**src/hw/nacc_map.svh**
```systemverilog
// offsets, field values, reset values and limits of the node address block
`ifndef NACC_MAP_SVH
`define NACC_MAP_SVH
// ****************************************************************
// holding register offsets (16-bit registers)
// ****************************************************************
`define NACC_OFS_ADDR    16'h0139
`define NACC_OFS_BAUD    16'h013A
`define NACC_OFS_PARITY  16'h013B
`define NACC_OFS_PERSIST 16'h013D
`define NACC_OFS_ORDER   16'h080A
// ****************************************************************
// setting slots, shared by store, panel select and decode
// ****************************************************************
`define NACC_IX_ADDR     3'h0
`define NACC_IX_BAUD     3'h1
`define NACC_IX_PARITY   3'h2
`define NACC_IX_PERSIST  3'h3
`define NACC_IX_ORDER    3'h4
`define NACC_IX_COUNT    3'h5
// ****************************************************************
// enumerated codes and reset values
// ****************************************************************
`define NACC_BAUD_9600   16'h00BC
`define NACC_BAUD_19200  16'h00BD
`define NACC_BAUD_38400  16'h00BE
`define NACC_PAR_EVEN    16'h00BF
`define NACC_PAR_ODD     16'h00C0
`define NACC_PAR_NONE    16'h003D
`define NACC_ORD_LOHI    16'h0533
`define NACC_ORD_HILO    16'h0532
`define NACC_SAVE_YES    16'h006A
`define NACC_SAVE_NO     16'h003B
`define NACC_ADDR_RST    16'h00F7
// ****************************************************************
// address limits and switch fields
// ****************************************************************
`define NACC_ADDR_MIN    16'h0001
`define NACC_ADDR_MAX    16'h00F7
`define NACC_DIP_ALL     4'hF
`define NACC_DIP_PROTO   3
`endif

```
**src/hw/nacc_pkg.sv**
```systemverilog
// types and shared decode functions of the node address block
package nacc_pkg;
  `include "nacc_map.svh"

  // start-up sequence: restore from store, resolve switches, serve
  typedef enum logic [1:0] {ST_LOAD, ST_RESOLVE, ST_RUN} nacc_state_t;

  // is a value legal for a given setting slot
  function automatic logic nacc_valid(input logic [2:0]  idx,
                                      input logic [15:0] d);
    case (idx)
      `NACC_IX_ADDR:    return (d >= `NACC_ADDR_MIN) && (d <= `NACC_ADDR_MAX);
      `NACC_IX_BAUD:    return (d == `NACC_BAUD_9600) ||
                               (d == `NACC_BAUD_19200) ||
                               (d == `NACC_BAUD_38400);
      `NACC_IX_PARITY:  return (d == `NACC_PAR_EVEN) ||
                               (d == `NACC_PAR_ODD) || (d == `NACC_PAR_NONE);
      `NACC_IX_PERSIST: return (d == `NACC_SAVE_YES) || (d == `NACC_SAVE_NO);
      `NACC_IX_ORDER:   return (d == `NACC_ORD_LOHI) || (d == `NACC_ORD_HILO);
      default:          return 1'b0;
    endcase
  endfunction

  // register offset to {hit, slot}
  function automatic logic [3:0] nacc_decode(input logic [15:0] a);
    case (a)
      `NACC_OFS_ADDR:    return {1'b1, `NACC_IX_ADDR};
      `NACC_OFS_BAUD:    return {1'b1, `NACC_IX_BAUD};
      `NACC_OFS_PARITY:  return {1'b1, `NACC_IX_PARITY};
      `NACC_OFS_PERSIST: return {1'b1, `NACC_IX_PERSIST};
      `NACC_OFS_ORDER:   return {1'b1, `NACC_IX_ORDER};
      default:           return 4'h0;
    endcase
  endfunction
endpackage

```
**src/hw/nacc_sync.sv**
```systemverilog
// two-flop synchroniser for switch and strap pins
`timescale 1ns/1ns
module nacc_sync #(
  parameter int unsigned WIDTH = 5
) (
  // clock and reset
  input  wire logic             clock,
  input  wire logic             rst_n,
  // pin side and clock side
  input  wire logic [WIDTH-1:0] pin,
  output logic      [WIDTH-1:0] sync
);
  logic [WIDTH-1:0] meta;  // first stage, read by the second only

  // ****************************************************************
  // synchroniser stages
  // ****************************************************************
  always_ff @(posedge clock or negedge rst_n)
  begin
    if (!rst_n)
    begin
      meta <= '0;
      sync <= '0;
    end
    else
    begin
      meta <= pin;
      sync <= meta;
    end
  end
endmodule // nacc_sync

```
**src/hw/nacc_nvstore.sv**
```systemverilog
// nonvolatile settings store model, registered read data
`timescale 1ns/1ns
module nacc_nvstore #(
  parameter int unsigned WIDTH = 16,
  parameter int unsigned DEPTH = 8,
  parameter int unsigned AW    = 3
) (
  // clock
  input  wire logic             clock,
  // write port
  input  wire logic             we,
  input  wire logic [AW-1:0]    waddr,
  input  wire logic [WIDTH-1:0] wdata,
  // read port
  input  wire logic             re,
  input  wire logic [AW-1:0]    raddr,
  output logic      [WIDTH-1:0] rdata
);
  // no reset on purpose: contents survive a restart like the real store
  logic [WIDTH-1:0] mem [DEPTH];

  // ****************************************************************
  // write and registered read
  // ****************************************************************
  always_ff @(posedge clock)
  begin
    if (we)
    begin
      mem[waddr] <= wdata;
    end
    if (re)
    begin
      rdata <= mem[raddr];
    end
  end
endmodule // nacc_nvstore

```
**src/hw/nacc_top.sv**
```systemverilog
// node address selection and serial communication settings bank
`timescale 1ns/1ns
// Contract
// - modbus address 1-8 by switch, 1-247 by software
// - switch 4 on selects modbus, off vendor bus
// - vendor bus may write modbus address 1-247
// - software address applies only at 8 after restart
// - lower switch address beats software address
// - modbus units: vendor address switches 1-3 plus one
// - vendor-only units: four switches plus one, 1-16
// - modbus writes of settings take effect immediately
// - panel settings always saved to nonvolatile store
// - persist setting picks store for network writes
// - panel edits allowed only on firmware 3 up
// - 16-bit registers, word order selectable
module nacc_top
  import nacc_pkg::*;
#(
  parameter int unsigned FW_MAJOR = 3  // firmware major release
) (
  // clock and reset
  input  wire logic        clock,
  input  wire logic        rst_n,
  // switch and option pins
  input  wire logic [3:0]  dip_sw,
  input  wire logic        modbus_fitted,
  // holding register port from the modbus frame handler
  input  wire logic        mb_wr,
  input  wire logic        mb_rd,
  input  wire logic [15:0] mb_addr,
  input  wire logic [15:0] mb_wdata,
  output logic             mb_ack,
  output logic             mb_fault,
  output logic      [15:0] mb_rdata,
  // address write from the vendor bus handler
  input  wire logic        vb_wr,
  input  wire logic [15:0] vb_wdata,
  output logic             vb_ack,
  // setup menu writes from the operator display unit
  input  wire logic        panel_wr,
  input  wire logic [2:0]  panel_sel,
  input  wire logic [15:0] panel_wdata,
  // resolved settings
  output logic             ready,
  output logic             use_modbus,
  output logic      [7:0]  modbus_address,
  output logic      [4:0]  vendor_address,
  output logic      [15:0] baud_code,
  output logic      [15:0] parity_code,
  output logic             word_swap,
  output logic             persist_network
);
  // ****************************************************************
  // declarations
  // ****************************************************************
  logic [3:0]  dip_s;                  // synchronised switches
  logic        fitted_s;               // synchronised option strap
  nacc_state_t state, next_state;      // start-up sequencer
  logic [2:0]  ld_idx, next_ld_idx;    // restore slot counter
  logic [15:0] cfg [5];                // live settings
  logic [15:0] next_cfg [5];
  logic [3:0]  dip_l, next_dip_l;      // switches taken at restart
  logic        fitted, next_fitted;    // option strap taken at restart
  logic        next_ready, next_use_modbus, next_word_swap;
  logic        next_persist, next_mb_ack, next_mb_fault, next_vb_ack;
  logic [7:0]  next_mb_address;
  logic [4:0]  next_vendor_address;
  logic [15:0] next_mb_rdata;
  logic        nv_we, nv_re;           // store strobes
  logic [2:0]  nv_waddr, nv_raddr;
  logic [15:0] nv_wdata, nv_rdata;
  logic [3:0]  mb_dec;                 // {hit, slot} of mb_addr
  logic        sw_all_on;              // switches were at 8 at restart
  logic        panel_ok, vb_ok, mb_ok; // accepted writes this cycle

  // ****************************************************************
  // pin synchronisers and settings store
  // ****************************************************************
  nacc_sync #(.WIDTH(5)) u_sync (
    .clock (clock),
    .rst_n (rst_n),
    .pin   ({modbus_fitted, dip_sw}),
    .sync  ({fitted_s, dip_s})
  );

  nacc_nvstore #(.WIDTH(16), .DEPTH(8), .AW(3)) u_store (
    .clock (clock),
    .we    (nv_we),
    .waddr (nv_waddr),
    .wdata (nv_wdata),
    .re    (nv_re),
    .raddr (nv_raddr),
    .rdata (nv_rdata)
  );

  // ****************************************************************
  // write qualification
  // ****************************************************************
  assign mb_dec    = nacc_decode(mb_addr);
  assign sw_all_on = fitted && (dip_l == `NACC_DIP_ALL);
  // modbus may always change its settings; illegal codes drop out
  assign mb_ok     = (state == ST_RUN) && mb_wr && mb_dec[3] &&
                     nacc_valid(mb_dec[2:0], mb_wdata);
  // menu edits exist only from firmware 3 on
  assign panel_ok  = (state == ST_RUN) && !mb_wr && panel_wr &&
                     (FW_MAJOR >= 3) && (panel_sel < `NACC_IX_COUNT) &&
                     nacc_valid(panel_sel, panel_wdata);
  // vendor bus reaches the address only while switch 4 is off
  assign vb_ok     = (state == ST_RUN) && !mb_wr && !panel_wr && vb_wr &&
                     fitted && !use_modbus &&
                     nacc_valid(`NACC_IX_ADDR, vb_wdata);

  // ****************************************************************
  // next-state logic for sequencer, settings and answers
  // ****************************************************************
  always_comb
  begin
    next_state          = state;
    next_ld_idx         = ld_idx;
    next_cfg            = cfg;
    next_dip_l          = dip_l;
    next_fitted         = fitted;
    next_ready          = ready;
    next_use_modbus     = use_modbus;
    next_mb_address     = modbus_address;
    next_vendor_address = vendor_address;
    next_mb_rdata       = mb_rdata;
    next_mb_ack         = 1'b0;
    next_mb_fault       = 1'b0;
    next_vb_ack         = 1'b0;
    nv_we               = 1'b0;
    nv_waddr            = `NACC_IX_ADDR;
    nv_wdata            = 16'h0000;
    nv_re               = 1'b0;
    nv_raddr            = ld_idx;
    case (state)
      // restore each slot; a blank or corrupt slot keeps its default
      ST_LOAD:
      begin
        nv_re       = (ld_idx < `NACC_IX_COUNT);
        next_ld_idx = ld_idx + 3'h1;
        if (ld_idx != 3'h0)
        begin
          if (nacc_valid(ld_idx - 3'h1, nv_rdata))
          begin
            next_cfg[ld_idx - 3'h1] = nv_rdata;
          end
        end
        if (ld_idx == `NACC_IX_COUNT)
        begin
          next_state = ST_RESOLVE;
        end
      end
      // switches and strap are read once, so a restart is needed
      ST_RESOLVE:
      begin
        next_dip_l      = dip_s;
        next_fitted     = fitted_s;
        next_use_modbus = fitted_s && dip_s[`NACC_DIP_PROTO];
        if (fitted_s)
        begin
          next_vendor_address = {2'b00, dip_s[2:0]} + 5'h01;
        end
        else
        begin
          next_vendor_address = {1'b0, dip_s} + 5'h01;
        end
        // stored address stands in for switch setting 8 only
        if (fitted_s && (dip_s == `NACC_DIP_ALL))
        begin
          next_mb_address = cfg[`NACC_IX_ADDR][7:0];
        end
        else
        begin
          next_mb_address = {5'h00, dip_s[2:0]} + 8'h01;
        end
        next_ready = 1'b1;
        next_state = ST_RUN;
      end
      // serve the three write sources, modbus first
      ST_RUN:
      begin
        if (mb_wr || mb_rd)
        begin
          next_mb_ack   = 1'b1;
          next_mb_fault = !mb_dec[3];
          next_mb_rdata = mb_dec[3] ? cfg[mb_dec[2:0]] : 16'h0000;
        end
        if (mb_ok)
        begin
          next_cfg[mb_dec[2:0]] = mb_wdata;
          nv_we    = (cfg[`NACC_IX_PERSIST] == `NACC_SAVE_YES);
          nv_waddr = mb_dec[2:0];
          nv_wdata = mb_wdata;
          if ((mb_dec[2:0] == `NACC_IX_ADDR) && sw_all_on)
          begin
            next_mb_address = mb_wdata[7:0];
          end
        end
        else if (panel_ok)
        begin
          next_cfg[panel_sel] = panel_wdata;
          nv_we    = 1'b1;
          nv_waddr = panel_sel;
          nv_wdata = panel_wdata;
          if ((panel_sel == `NACC_IX_ADDR) && sw_all_on)
          begin
            next_mb_address = panel_wdata[7:0];
          end
        end
        else if (vb_ok)
        begin
          // settings only, saved if persist is on; the live address moves at a restart with switch setting 8
          next_cfg[`NACC_IX_ADDR] = vb_wdata;
          nv_we       = (cfg[`NACC_IX_PERSIST] == `NACC_SAVE_YES);
          nv_waddr    = `NACC_IX_ADDR;
          nv_wdata    = vb_wdata;
          next_vb_ack = 1'b1;
        end
      end
      default:
      begin
        next_state = ST_LOAD;
      end
    endcase
    // derived flags follow the live settings in the same edge
    next_word_swap = (next_cfg[`NACC_IX_ORDER] == `NACC_ORD_HILO);
    next_persist   = (next_cfg[`NACC_IX_PERSIST] == `NACC_SAVE_YES);
  end

  // ****************************************************************
  // state registers
  // ****************************************************************
  always_ff @(posedge clock or negedge rst_n)
  begin
    if (!rst_n)
    begin
      state                   <= ST_LOAD;
      ld_idx                  <= 3'h0;
      cfg[`NACC_IX_ADDR]      <= `NACC_ADDR_RST;
      cfg[`NACC_IX_BAUD]      <= `NACC_BAUD_9600;
      cfg[`NACC_IX_PARITY]    <= `NACC_PAR_NONE;
      cfg[`NACC_IX_PERSIST]   <= `NACC_SAVE_YES;
      cfg[`NACC_IX_ORDER]     <= `NACC_ORD_LOHI;
      dip_l                   <= 4'h0;
      fitted                  <= 1'b0;
      ready                   <= 1'b0;
      use_modbus              <= 1'b0;
      modbus_address          <= 8'h01;
      vendor_address          <= 5'h01;
      mb_rdata                <= 16'h0000;
      mb_ack                  <= 1'b0;
      mb_fault                <= 1'b0;
      vb_ack                  <= 1'b0;
      word_swap               <= 1'b0;
      persist_network         <= 1'b1;
    end
    else
    begin
      state                   <= next_state;
      ld_idx                  <= next_ld_idx;
      cfg                     <= next_cfg;
      dip_l                   <= next_dip_l;
      fitted                  <= next_fitted;
      ready                   <= next_ready;
      use_modbus              <= next_use_modbus;
      modbus_address          <= next_mb_address;
      vendor_address          <= next_vendor_address;
      mb_rdata                <= next_mb_rdata;
      mb_ack                  <= next_mb_ack;
      mb_fault                <= next_mb_fault;
      vb_ack                  <= next_vb_ack;
      word_swap               <= next_word_swap;
      persist_network         <= next_persist;
    end
  end

  // ****************************************************************
  // checks
  // ****************************************************************
  assign baud_code   = cfg[`NACC_IX_BAUD];
  assign parity_code = cfg[`NACC_IX_PARITY];

  chk_proto_select:
  assert property (@(posedge clock) disable iff (!rst_n)
    ready |-> (use_modbus == (fitted && dip_l[3])))
    else $error("protocol select does not follow switch 4");
  chk_mb_addr_range:
  assert property (@(posedge clock) disable iff (!rst_n)
    ready |-> (modbus_address >= 8'h01) && (modbus_address <= 8'hF7))
    else $error("modbus address out of range");
  chk_low_switch_wins:
  assert property (@(posedge clock) disable iff (!rst_n)
    (state == ST_RESOLVE) && fitted_s && (dip_s != 4'hF) |=>
    (modbus_address == {5'h00, dip_l[2:0]} + 8'h01))
    else $error("switch address did not win");
  chk_vendor_modbus:
  assert property (@(posedge clock) disable iff (!rst_n)
    ready && fitted |-> (vendor_address <= 5'h08) && (vendor_address != 5'h00))
    else $error("vendor address beyond 8 on modbus unit");
  chk_vendor_only:
  assert property (@(posedge clock) disable iff (!rst_n)
    ready && !fitted |-> (vendor_address == {1'b0, dip_l} + 5'h01))
    else $error("vendor address not switches plus one");
  chk_vb_deferred:
  assert property (@(posedge clock) disable iff (!rst_n)
    vb_ok |=> $stable(modbus_address) ##0 vb_ack)
    else $error("vendor write moved live address");
  chk_vb_stored:
  assert property (@(posedge clock) disable iff (!rst_n)
    vb_ok |=> (cfg[0] == $past(vb_wdata)))
    else $error("vendor address write not stored");
  chk_mb_write_now:
  assert property (@(posedge clock) disable iff (!rst_n)
    mb_ok && (mb_addr == 16'h0139) && sw_all_on |=>
    (modbus_address == $past(mb_wdata[7:0])) ##0 mb_ack)
    else $error("modbus address write not immediate");
  chk_bad_ignored:
  assert property (@(posedge clock) disable iff (!rst_n)
    (state == ST_RUN) && mb_wr && (mb_addr == 16'h013A) && !mb_ok |=>
    $stable(baud_code))
    else $error("illegal baud code accepted");
  chk_persist_gate:
  assert property (@(posedge clock) disable iff (!rst_n)
    mb_ok |-> (nv_we == persist_network))
    else $error("network save ignores persist setting");
  chk_panel_saved:
  assert property (@(posedge clock) disable iff (!rst_n)
    panel_ok |-> nv_we && (nv_waddr == panel_sel))
    else $error("panel change not saved");
endmodule // nacc_top

```
**config.mk**
```make
export PLATFORM = sky130hd
export DESIGN_NAME = nacc_top
export DESIGN_NICKNAME = d
export VERILOG_FILES = /design/src/hw/nacc_pkg.sv /design/src/hw/nacc_sync.sv /design/src/hw/nacc_nvstore.sv /design/src/hw/nacc_top.sv
export VERILOG_INCLUDE_DIRS = /design/src /design/src/hw
export SDC_FILE = /design/constraint.sdc
export NUM_CORES = 1
export LEC_CHECK = 0
export BUFFER_PORTS_ARGS = -buffer_cell sky130_fd_sc_hd__buf_4
export CORE_ASPECT_RATIO = 2
export CORE_MARGIN = 3
export CORE_UTILIZATION = 60
export CTS_CLUSTER_SIZE = 25
export DETAILED_ROUTE_END_ITERATION = 6
export PLACE_DENSITY = 0.9
export SYNTH_ARGS = -nofsm -noshare
export SYNTH_HDL_FRONTEND = slang
export SYNTH_SLANG_ARGS = --single-unit
export TNS_END_PERCENT = 5
```
**constraint.sdc**
```tcl
create_clock -name clock -period 6.7 [get_ports clock]
set_input_delay 0.335 -clock clock [delete_from_list [all_inputs] [get_ports clock]]
set_output_delay 0.335 -clock clock [all_outputs]
set_load 0.01 [all_outputs]
```
Yosys cells after proc, flatten, opt, wreduce, memory -nomap -nowiden
Memories as Yosys holds them, arrays and structs flattened. A register that Yosys moved wholly into a read port is not among the register bits.
Cells that the tools add are included.
{"block": "totals", "n_memories": 1, "mem_bits_rw": 128, "regBits": 136, "wordCells": 225, "rom_bits": 0, "latchBits": 0}
{"block": "op_classes", "bitwise_logic": 4, "n_div": 0, "reduce_logical": 59, "mux": 57, "n_addsub": 5, "eq_ne": 62, "n_mul": 0, "magnitude_cmp": 16, "shift": 0}
{"memory": "u_store.mem", "depth": 8, "width": 16, "rd": 1, "rd_ports_with_merged_regs": 1, "write_ports": 1, "line": "nacc_nvstore.sv:20", "source": "logic [WIDTH-1:0] mem [DEPTH];"}
{"cell": "bitwise mux 80 bit", "count": 3}
{"cell": "== test 16 x 8 -> 1 bit, second input constant", "count": 15}
{"cell": "2-to-1 mux 80 bit", "count": 3}
{"cell": "2-to-1 mux 16 bit", "count": 12}
{"cell": "one-hot mux 80 bit (2 select lines)", "count": 1}
{"cell": "demux 16 bit (select 3 bit)", "count": 3}
{"cell": "== test 16 x 11 -> 1 bit, second input constant", "count": 7}
{"cell": "== test 16 x 6 -> 1 bit, second input constant", "count": 6}
{"cell": "== test 16 x 7 -> 1 bit, second input constant", "count": 5}
{"cell": "== test 16 x 9 -> 1 bit, second input constant", "count": 4}
{"cell": ">= comparator 16 x 1 -> 1 bit, second input constant", "count": 4}
{"cell": "less-or-equal comparator 16 x 8 -> 1 bit, second input constant", "count": 4}
{"cell": "2-to-1 mux 64 bit", "count": 1}
{"cell": "binary-select mux 16 bit (select 3 bit)", "count": 1}
{"cell": "2-to-1 mux 8 bit", "count": 5}
{"cell": "logical AND 1 bit", "count": 24}
{"cell": "one-hot mux 4 bit (5 select lines)", "count": 1}
{"cell": "logical OR 1 bit", "count": 19}
{"cell": "== test 3 x 2 -> 1 bit, second input constant", "count": 6}
{"cell": "2-to-1 mux 1 bit", "count": 17}
{"cell": "== test 16 x 12 -> 1 bit, second input constant", "count": 1}
{"cell": "one-hot mux 8 bit (2 select lines)", "count": 1}
{"cell": "one-hot mux 1 bit (5 select lines)", "count": 3}
{"cell": "== test 3 bit, second input constant", "count": 4}
{"cell": "other kinds (28)", "count": 53}

Longest topological paths before layout
Gate-level depths: netlist of run 1.
{"block": "depth", "word_depth": 13, "ltp_mapped": 16, "mapped_depth_nobuf": 12}

Hierarchy
Synthesis of run 1 repeated with hierarchy kept, for this count alone.
{"block": "hier_totals", "hier_cells": 1376, "hier_area_um2": 15332.2}
{"module": "nacc_top", "cells_each": 1152, "n_inst": 1, "area_each_um2": 9628.0, "seq_area_each_um2": 3190.6}
{"module": "nacc_nvstore", "cells_each": 214, "n_inst": 1, "area_each_um2": 5454.0, "seq_area_each_um2": 4324.1}
{"module": "nacc_sync", "cells_each": 10, "n_inst": 1, "area_each_um2": 250.2, "seq_area_each_um2": 250.2}

Least setup slack after synthesis of run 1
OpenSTA, ideal clock, no wires.
{"block": "synth_timing", "path_type": "register -> register", "startpoint": "register ld_idx[1]", "endpoint": "register persist_network", "t_required_ns": 6.610, "stages_incl_launch_ff": 17, "n_path_buf": 4, "arrival_time_ns": 3.886, "setup_slack_ns": 2.724, "period_less_slack_ns": 3.976, "path_cell_list": "dfrtp_1 -> clkbuf_1 -> clkbuf_1 -> inv_1 -> ha_1 -> ha_1 -> buf_2 -> and4b_1 -> and3_1 -> a311oi_1 -> o311a_1 -> or3_1 -> buf_6 -> mux2i_1 -> o2bb2ai_1 -> or4b_1 -> nor4_2"}
{"block": "synth_via", "elab_chain_cells": 11, "word_cells_on_any_way": 21, "cone_classes": "1 x add/sub; 2 x order compare; 5 x eq/ne; 9 x mux; 1 x bitwise; 3 x reduce/logical"}
{"item": "start: declaration", "line": "nacc_top.sv:59", "source": "logic [2:0] ld_idx, next_ld_idx;"}
{"item": "start signal: assignment", "line": "nacc_top.sv:261", "source": "ld_idx <= next_ld_idx;"}
{"item": "subtractor 3 x 1 -> 3 bit", "line": "nacc_top.sv:144, nacc_top.sv:146"}
{"item": "inverter 3 -> 4 bit (implied by the code)", "line": "nacc_top.sv:146", "source": "next_cfg[ld_idx - 3'h1] = nv_rdata;"}
{"item": ">= comparator 4 bit (implied by the code) / < comparator 4 x 1 -> 1 bit (equally long branches)", "line": "nacc_top.sv:146"}
{"item": "logical AND 1 bit (implied by the code)", "line": "nacc_top.sv:146"}
{"item": "2-to-1 mux 16 bit (implied by the code)", "line": "nacc_top.sv:146"}
{"item": "demux 16 bit (select 3 bit)", "line": "nacc_top.sv:146"}
{"item": "bitwise mux 80 bit", "line": "nacc_top.sv:146"}
{"item": "2-to-1 mux 80 bit", "line": "nacc_top.sv:144", "source": "if (nacc_valid(ld_idx - 3'h1, nv_rdata))"}
{"item": "2-to-1 mux 80 bit *", "line": "nacc_top.sv:142", "source": "if (ld_idx != 3'h0)"}
{"item": "one-hot mux 80 bit (2 select lines) *", "line": "nacc_top.sv:136", "source": "case (state)"}
{"item": "== test 16 x 7 -> 1 bit (no line) *"}
{"item": "net next_persist", "line": "nacc_top.sv:65", "source": "logic next_persist, next_mb_ack, next_mb_fault, next_vb_ack;"}
{"item": "end signal: assignment", "line": "nacc_top.sv:274", "source": "persist_network <= next_persist;"}
{"item": "end: declaration", "line": "nacc_top.sv:51", "source": "output logic persist_network"}
The timed path passes the listed nets; every way through them passes the cells marked *. The select of a mux whose other input is x is not followed.
A chain may end at the register's enable or synchronous reset.

Worst setup path in the final report of run 1
{"block": "layout_timing", "startpoint": "register state[0]", "endpoint": "memory u_store.mem[5][5] (data pin)"}
{"block": "layout_via", "elab_chain_cells": 11, "word_cells_on_any_way": 17, "cone_classes": "1 x eq/ne; 4 x mux; 12 x reduce/logical"}
{"item": "start: declaration", "line": "nacc_top.sv:58", "source": "nacc_state_t state, next_state;"}
{"item": "start signal: assignment", "line": "nacc_top.sv:260", "source": "state <= next_state;"}
{"item": "== test 2 bit *"}
{"item": "logical AND 1 bit", "line": "nacc_top.sv:105, nacc_top.sv:109"}
{"item": "logical AND 1 bit (3 in a row)", "line": "nacc_top.sv:109", "source": "assign vb_ok = (state == ST_RUN) && !mb_wr && !panel_wr && vb_wr &&"}
{"item": "logical AND 1 bit", "line": "nacc_top.sv:110", "source": "fitted && !use_modbus &&"}
{"item": "logical AND 1 bit", "line": "nacc_top.sv:109"}
{"item": "2-to-1 mux 16 bit", "line": "nacc_top.sv:211", "source": "else if (vb_ok)"}
{"item": "2-to-1 mux 16 bit", "line": "nacc_top.sv:200", "source": "else if (panel_ok)"}
{"item": "2-to-1 mux 16 bit", "line": "nacc_top.sv:189", "source": "if (mb_ok)"}
{"item": "2-to-1 mux 16 bit *", "line": "nacc_top.sv:136"}
{"item": "net nv_wdata[5]", "line": "nacc_top.sv:71", "source": "logic [15:0] nv_wdata, nv_rdata;"}
{"item": "end: declaration", "line": "nacc_nvstore.sv:20"}
The timed path passes the listed nets; every way through them passes the cells marked *.

==> results of run 1 <==
area by class of cell:
type	count	area, µm²	area share
Antenna cell	1	2.50	0.000139
Clock buffer	31	712	0.0396
Sequential cell	280	7770	0.432
Multi-Input combinational cell	1021	7440	0.414
Inverter	21	78.8	0.00438
Clock inverter	17	186	0.0104
Timing Repair Buffer	181	1380	0.0766
Tap cell	336	420	0.0234
how the worst max path moves through the flow:
stage	end	slack [ns]	startpoint
after detailed placement	word_swap	1.81	state[0]
after global placement	word_swap	1.98	state[0]
after CTS	word_swap	1.80	state[0]
final	u_store.mem[5][5]	1.57	state[0]
after global routing	word_swap	1.62	state[0]
after floorplan	persist_network	2.72	ld_idx[1]
metal layers:
layer	global-route usage	vias to the layer above	wire, µm
li1	-	5391	-
met5	0	-	0
met1	0.407	6131	16700
met4	0.329	0	5870
met3	0.0847	336	4870
met2	0.641	935	26000
cells by family (layout without fill, tap and decap cells):
family	Yosys count	in the layout	share of synthesized area
multiplexers	194	194	0.155
flip-flops	280	280	0.499
buffers and inverters	154	250	0.0496
adder cells (fa/ha/maj)	13	13	0.0105
other	1	97	0.000241
XOR/XNOR	7	7	0.00394
AO/OA/AOI/OAI	323	323	0.149
AND/OR/NAND/NOR	388	388	0.133
state kept, by name, summed over array words and instances, names as in the netlist, 8 cells and up:
signal / flops
baud_code: 16
cfg: 48
mb_rdata: 16
modbus_address: 8
parity_code: 16
u_store.mem: 128
u_store.rdata: 16
worst min-delay path, delay by kind of cell:
kind	cells	cell delay (ns)
buf+inv	1	0.17
compound gates	2	0.21
power breakdown:
group / internal, mW / total, mW / switching [mW] / leakage (nW)
logic: 0.0807 / 0.206 / 0.125 / 3.60
registers: 1.84 / 1.85 / 0.0148 / 2.93
clock network: 0.885 / 1.58 / 0.692 / 0.438
layout by cell type (no fill, tap or decap), types with 30 or more instances in the layout:
| master | instances |
|---|---|
| a22o_1 | 33 |
| buf_4 | 174 |
| nand2_1 | 138 |
| o21ai_0 | 50 |
| dfrtp_1 | 105 |
| nand3_1 | 42 |
| conb_1 | 96 |
| mux2_2 | 32 |
| o22ai_1 | 39 |
| nor2_1 | 54 |
| mux2i_1 | 125 |
| dfstp_2 | 30 |
| edfxtp_1 | 144 |
| mux4_2 | 32 |
| a21oi_1 | 47 |
==> results.json, run 1 <==
{
  "antenna_left": 0,
  "maxCapViolations": 0,
  "clk_pin_slew_ns": 0.08,
  "r2r_cells": 9,
  "grtUsageTotal": 0.383,
  "power_density_nw_per_um2": 202,
  "cp.depth": 9,
  "peakVddDrop_mv": 0.233,
  "synth.area.top_cells": "edfxtp_1 (28%), dfrtp_1 (17%), mux2i_1 (8.0%)",
  "ys_seq_area_frac": 0.499,
  "synth_top_area_cell": "edfxtp_1",
  "stdcell_area_um2": 18000,
  "r2r-start": "state[0]",
  "holdPathStages": 3,
  "dpl-instance-area_um2": 17000,
  "rows": 82,
  "synthCells": 1360,
  "die_area_um2": 28000,
  "final.setup.worst_slack_ns": 1.57,
  "fp.coreArea_um2": 25300,
  "r2r_setup_slack_ns": 1.57,
  "crit_buf_inv": 3,
  "finalSetupViolCount": 0,
  "power_mw": 3.63,
  "synth_edf_count": 144,
  "num_io_pins": 146,
  "hold_path_end": "parity_code[4]",
  "dp_hpwl_um": 37700,
  "num-nets-final": 1622,
  "wl_per_cell_um": 28.3,
  "via_per_inst": 6.78,
  "cts_hold_buf": 6,
  "start_kind": "flop",
  "rsz0062_at_grt": "no",
  "place_inst": 1833,
  "crit_chain": "inv_1, ha_1, inv_1, nor2_1, and4_1, o21a_1, buf_4, a21oi_1, o21ai_0",
  "synth_seq_cells": 280,
  "crit_fanout": 43,
  "drc_errors": 0,
  "syn-cell-area_um2": 15600,
  "hold_ws_ns": 0.150,
  "avgSynthCellArea_um2": 11.4,
  "min_path_type": "input pin to flop",
  "yosys.cell_count.top_type": "edfxtp_1",
  "ys.flop_type": "edfxtp_1",
  "worstSetupEndpointType": "flop",
  "fin_crit_sh": 0.766,
  "h-tree-depth": 1,
  "first_pass_iters": 7,
  "crit_required_ns": 6.86,
  "dpl_worst_slack_ns": 1.81,
  "worstSkewPairLatency_ns": 0.56,
  "utilization": 0.710,
  "tns_ns": 0,
  "fmax_ghz": 0.195,
  "vias": 12800,
  "root_buffer": "clkbuf_16",
  "grt_start_max_net_pins": 81,
  "grt_pass1_wl_um": 79300,
  "slew_violations": 0,
  "post-cts-setup-buffer-count": 0,
  "outcome": "finished clean",
  "clock_skew_ns": 0.0165,
  "synthTopCellsByCount": "edfxtp_1 (144), nand2_1 (138), mux2i_1 (125)",
  "synth_cell_types": 101,
  "drive_above_1_share": 0.239,
  "fillers": 1783,
  "gp_congestion": 1.04,
  "slew_headroom": 0.0841,
  "initial_utilization": 0.614,
  "yosysWarnings": 0,
  "grt_antenna_before_repair": 2,
  "worstPathArrival_ns": 5.29,
  "cpPeakStageDelay_ns": 1.06,
  "finalNonFillerCells": 1888,
  "hold_viol_final": 0,
  "synth_top_area_frac": 0.278,
  "crit_path_frequent_cell": "inv_1",
  "area_growth_pct": 15.5,
  "cts_buffer_depth": 3,
  "tightest_slew_ns": 1.36,
  "min-delay-start": "mb_wdata[5]",
  "path_class": "flop to flop",
  "crit_family": "compound AO/OA/AOI/OAI gates",
  "tritoncts": "done",
  "cts_sinks": 280,
  "grt_pass1_vias": 12900,
  "slowest_stage": "o21ai_0",
  "wirelength_um": 53500,
  "ctsResizeCount": 0,
  "io_buffers": 145,
  "numCtsBuffers": 26,
  "die_w_um": 120,
  "overflow": 0,
  "die_height_um": 234,
  "r2r_end": "u_store.mem[5][5]",
  "drt_iter0_markers": 1438,
  "async_flop_share": 0.486,
  "final.min_clock_period_ns": 5.13,
  "p_leak_nw": 6.97
}
(Power assumes the default switching activity.)
==> run 2: changes to the inputs <==
CORE_UTILIZATION = 54   (was 60)
PLACE_DENSITY = 0.86   (was 0.9)
clock period = 4.4 ns   (was 6.7 ns; I/O delays follow)
==> run 2 against run 1 <==
Net effect:
- setup slack got worse by 1.1 ns
- sequential share of layout area down 0.66 points
- first-iteration DRC count is 18% lower
- worst hold slack lost 0.12 ns
- non-clock buffer count up 20
- register-to-register slack got worse by 1.1 ns
- critical path depth is 3 higher
- critical path type unchanged
- largest cell class unchanged
==> results.json, run 2 (synthesized netlist as in run 1, its figures left out) <==
{
  "crit_buf_inv": 1,
  "via_per_inst": 6.65,
  "peakVddDrop_mv": 0.395,
  "path_class": "flop to flop",
  "rsz0062_at_grt": "no",
  "fp.coreArea_um2": 28300,
  "power_mw": 5.78,
  "gp_congestion": 1.05,
  "ctsResizeCount": 0,
  "fmax_ghz": 0.256,
  "grtUsageTotal": 0.347,
  "final.min_clock_period_ns": 3.90,
  "vias": 12800,
  "largest_reg_flops": 128,
  "crit_chain": "inv_1, ha_1, ha_1, and4b_1, and3_1, a311oi_1, o311a_1, or3_1, mux2i_1, o2bb2ai_1, or4b_1, nor4_2",
  "fin_crit_sh": 0.887,
  "outcome": "finished clean",
  "maxCapViolations": 0,
  "grt_start_max_net_pins": 111,
  "clock_skew_ns": 0.0295,
  "largest-register": "u_store.mem",
  "clk_pin_slew_ns": 0.07,
  "r2r_cells": 12,
  "crit_path_frequent_cell": "ha_1",
  "hold_ws_ns": 0.0301,
  "die_height_um": 246,
  "start_kind": "flop",
  "die_w_um": 126,
  "grt_pass1_wl_um": 80800,
  "h-tree-depth": 1,
  "rows": 87,
  "num-nets-final": 1642,
  "min_path_type": "input pin to flop",
  "wl_per_cell_um": 28.3,
  "first_pass_iters": 5,
  "slowest_stage": "or4b_1",
  "io_buffers": 145,
  "cts_sinks": 280,
  "worstSetupEndpointType": "flop",
  "min-delay-start": "mb_wdata[5]",
  "mostFrequentLayoutCell": "buf_4",
  "hold_viol_final": 0,
  "holdPathStages": 3,
  "p_leak_nw": 7.13,
  "final.setup.worst_slack_ns": 0.498,
  "cpPeakStageDelay_ns": 0.54,
  "tns_ns": 0,
  "wirelength_um": 54500,
  "antenna_left": 0,
  "crit_family": "simple AND/OR/NAND/NOR gates",
  "drive_above_1_share": 0.248,
  "slew_violations": 0,
  "crit_fanout": 10,
  "tightest_slew_ns": 1.37,
  "grt_antenna_before_repair": 1,
  "mostFrequentLayoutCells": "buf_4 (194), edfxtp_1 (144), nand2_1 (138), mux2i_1 (125), dfrtp_1 (105)",
  "power_density_nw_per_um2": 316,
  "slew_headroom": 0.0792,
  "r2r_setup_slack_ns": 0.50,
  "numCtsBuffers": 26,
  "r2r-start": "ld_idx[0]",
  "grt_pass1_vias": 13100,
  "overflow": 0,
  "cts_buffer_depth": 3,
  "finalSetupViolCount": 0,
  "r2r_end": "persist_network",
  "top_regs": "u_store.mem (128), cfg (48)",
  "hold_path_end": "parity_code[0]",
  "num_io_pins": 146,
  "dp_hpwl_um": 39400,
  "die_area_um2": 31000,
  "tritoncts": "done",
  "drt_iter0_markers": 1176,
  "area_growth_pct": 17.3,
  "drc_errors": 0,
  "worstPathArrival_ns": 4.37,
  "crit_required_ns": 4.86,
  "initial_utilization": 0.550,
  "post-cts-setup-buffer-count": 0,
  "root_buffer": "clkbuf_16",
  "dpl_worst_slack_ns": 0.545,
  "fillers": 2210,
  "worstSkewPairLatency_ns": 0.57
}
[run 2: area by class of cell]
cell class	count	area [µm²]	area share
tap	356	445	0.0244
antenna	1	2.50	0.000137
timing repair buffer	201	1530	0.0836
clock buffer	33	752	0.0412
sequential	280	7770	0.425
multi-input combinational	1021	7430	0.407
inverter	21	78.8	0.00432
clock inverter	15	258	0.0141
[run 2: timing repair]
| item | in CTS | in global routing |
|---|---|---|
| endpoints found under the setup margin | 0 | 0 |
| hold endpoints to repair | 98 | 0 |
| hold buffers | 6 | 0 |
[run 2: metrics by stage]
stage	util	cells	cell area [µm²]
2_1_floorplan	-	1455	15900
3_3_place_gp	0.607	1873	17200
3_5_place_dp	0.607	1873	17200
4_1_cts	0.645	1927	18300
5_1_grt	0.645	1928	18300
6_report	0.645	1928	18300
[run 2: worst max-delay path by stage]
stage               start           endpoint  slack [ns]  depth (start not counted)
2_1_floorplan   ld_idx[1]    persist_network        0.42                         16
3_3_place_gp   mb_addr[9]  u_store.mem[4][6]        0.56                         10
3_5_place_dp    ld_idx[0]    persist_network        0.55                         12
4_1_cts         ld_idx[0]    persist_network        0.49                         12
5_1_grt         ld_idx[0]    persist_network        0.28                         12
6_report        ld_idx[0]    persist_network        0.50                         12
[run 2: layer usage]
layer  GRT usage  part of all wire  up-vias  wire length, µm
met3      0.0627             0.077      321             4180
met5           0                 0        -                0
met2       0.584              0.49      801            26800
li1            -                 -     5443                -
met1       0.366              0.32     6263            17200
met4       0.310              0.11        0             6260
[run 2: report_power, final]
part / total [mW] / switching, mW / internal, mW / leakage (nW)
registers: 2.82 / 0.0215 / 2.79 / 2.93
clock network: 2.65 / 1.07 / 1.58 / 0.495
logic: 0.312 / 0.188 / 0.124 / 3.70
total: 5.78 / 1.28 / 4.50 / 7.13
[run 2: worst reg2reg max path: cells and delay by family, from the launching register on]
family	cells	cell delay [ns]
multiplexers	1	0.24
flip-flops	1	0.49
AND/OR/NAND/NOR	5	1.55
AO/OA/AOI/OAI	3	0.69
buffers and inverters	1	0.15
adder cells (fa/ha/maj)	2	0.71
==> run 3: changes to the inputs <==
HOLD_SLACK_MARGIN = 0.15   (was default)
==> run 3 against run 2 <==
Net effect:
- cell area up 1.6%
- utilization up 1.0 points
- die area unchanged
- global-route usage up 0.24 points
- register-to-register slack worse by 0.02 ns
- critical path depth unchanged
==> results.json, run 3 (synthesized netlist as in run 1, its figures left out) <==
{
  "outcome": "finished clean",
  "cpPeakStageDelay_ns": 0.54,
  "h-tree-depth": 1,
  "cts_hold_buf": 35,
  "final.setup.worst_slack_ns": 0.474,
  "worstSkewPairLatency_ns": 0.57,
  "p_leak_nw": 7.25,
  "tns_ns": 0,
  "grt_antenna_before_repair": 1,
  "fp.coreArea_um2": 28300,
  "area_growth_pct": 19.2,
  "grt_start_max_net_pins": 111,
  "slew_violations": 0,
  "mostFrequentLayoutCell": "buf_4",
  "hold_ws_ns": 0.163,
  "initial_utilization": 0.550,
  "root_buffer": "clkbuf_16",
  "crit_required_ns": 4.87,
  "crit_chain": "inv_1, ha_1, ha_1, and4b_1, and3_1, a311oi_1, o311a_1, or3_1, mux2i_1, o2bb2ai_1, or4b_1, nor4_2",
  "grt_pass1_wl_um": 81400,
  "top_regs": "u_store.mem (128), cfg (48)",
  "num_io_pins": 146,
  "worstSetupEndpointType": "flop",
  "wl_per_cell_um": 28.0,
  "worstPathArrival_ns": 4.39,
  "slowest_stage": "or4b_1",
  "die_area_um2": 31000,
  "largest-register": "u_store.mem",
  "peakVddDrop_mv": 0.395,
  "mostFrequentLayoutCells": "buf_4 (194), edfxtp_1 (144), nand2_1 (138), mux2i_1 (125), dfrtp_1 (105)",
  "dpl_worst_slack_ns": 0.545,
  "maxCapViolations": 0,
  "multi_input_area_um2": 7430,
  "via_per_inst": 6.57,
  "grt_pass1_vias": 13200,
  "num-nets-final": 1671,
  "cts_sinks": 280,
  "power_density_nw_per_um2": 312,
  "gp_congestion": 1.05,
  "crit_buf_inv": 1,
  "numCtsBuffers": 26,
  "path_class": "flop to flop",
  "fin_crit_sh": 0.892,
  "final.min_clock_period_ns": 3.93,
  "vias": 12900,
  "ctsResizeCount": 0,
  "die_w_um": 126,
  "crit_path_frequent_cell": "ha_1",
  "fillers": 2176,
  "post-cts-setup-buffer-count": 0,
  "tritoncts": "done",
  "slew_headroom": 0.141,
  "antenna_left": 0,
  "drc_errors": 0,
  "tightest_slew_ns": 1.28,
  "min_path_type": "input pin to flop",
  "rows": 87,
  "clk_pin_slew_ns": 0.07,
  "fmax_ghz": 0.255,
  "drt_iter0_markers": 1253,
  "largest_reg_flops": 128,
  "finalSetupViolCount": 0,
  "first_pass_iters": 5,
  "start_kind": "flop",
  "cts_buffer_depth": 3,
  "grtUsageTotal": 0.350,
  "clock_skew_ns": 0.0240,
  "dp_hpwl_um": 39400,
  "hold_viol_final": 0,
  "die_height_um": 246,
  "utilization": 0.656,
  "seq_area_um2": 7770,
  "wirelength_um": 54900,
  "rsz0062_at_grt": "no",
  "crit_fanout": 10,
  "io_buffers": 145,
  "drive_above_1_share": 0.243,
  "overflow": 0,
  "crit_family": "simple AND/OR/NAND/NOR gates"
}
[run 3: cell count changes in the layout (fill, tap and decap cells not counted), sizes merged]
cell / delta
dlygate4sd3: +29
[run 3: layout make-up]
type,count,area share
Sequential cell,280,0.419
Multi-Input combinational cell,1021,0.401
Timing Repair Buffer,230,0.0980
Clock buffer,33,0.0405
Tap cell,356,0.0240
Clock inverter,15,0.0139
Inverter,21,0.00425
Antenna cell,1,0.000135
[run 3: worst register-to-register path: cells and delay by family (launching register included)]
kind            cells  cell delay [ns]
simple gates        5             1.55
fa+ha+maj           2             0.71
compound gates      3             0.69
flops               1             0.49
mux                 1             0.24
buf+inv             1             0.16
[run 3: power by group]
part / switching [mW] / total [mW] / internal [mW]
combinational: 0.192 / 0.333 / 0.140
sequential: 0.0215 / 2.82 / 2.79
clock: 1.06 / 2.64 / 1.58
total: 1.27 / 5.79 / 4.52
[run 3: path summary, 6_finish.rpt]
path | startpoint | endpoint | slack, ns | cells after the start
min | panel_wdata[15] | parity_code[15] | 0.16 | 4
max | ld_idx[0] | persist_network | 0.47 | 12
min reg2reg | u_sync.meta[3] | u_sync.sync[3] | 0.34 | 0
max reg2reg | ld_idx[0] | persist_network | 0.47 | 12
max in group asynchronous | rst_n | cfg[0] | 2.95 | 3
min in group asynchronous | rst_n | vendor_address[1] | 0.39 | 2
[run 3: layer usage]
metal / vias up / track usage / part of all wire
met2: 845 / 0.582 / 0.49
met1: 6209 / 0.361 / 0.31
met4: 0 / 0.329 / 0.12
met3: 313 / 0.0709 / 0.080
li1: 5492 / - / -
met5: - / 0 / 0
[run 3: through the flow]
stage	area (µm²)	instances	total power [mW]
after global placement	17200	1873	3.15
after CTS	18600	1956	5.81
final	18600	1957	5.79
after detailed placement	17200	1873	3.16
after floorplan	15900	1455	2.99
after global routing	18600	1957	5.95
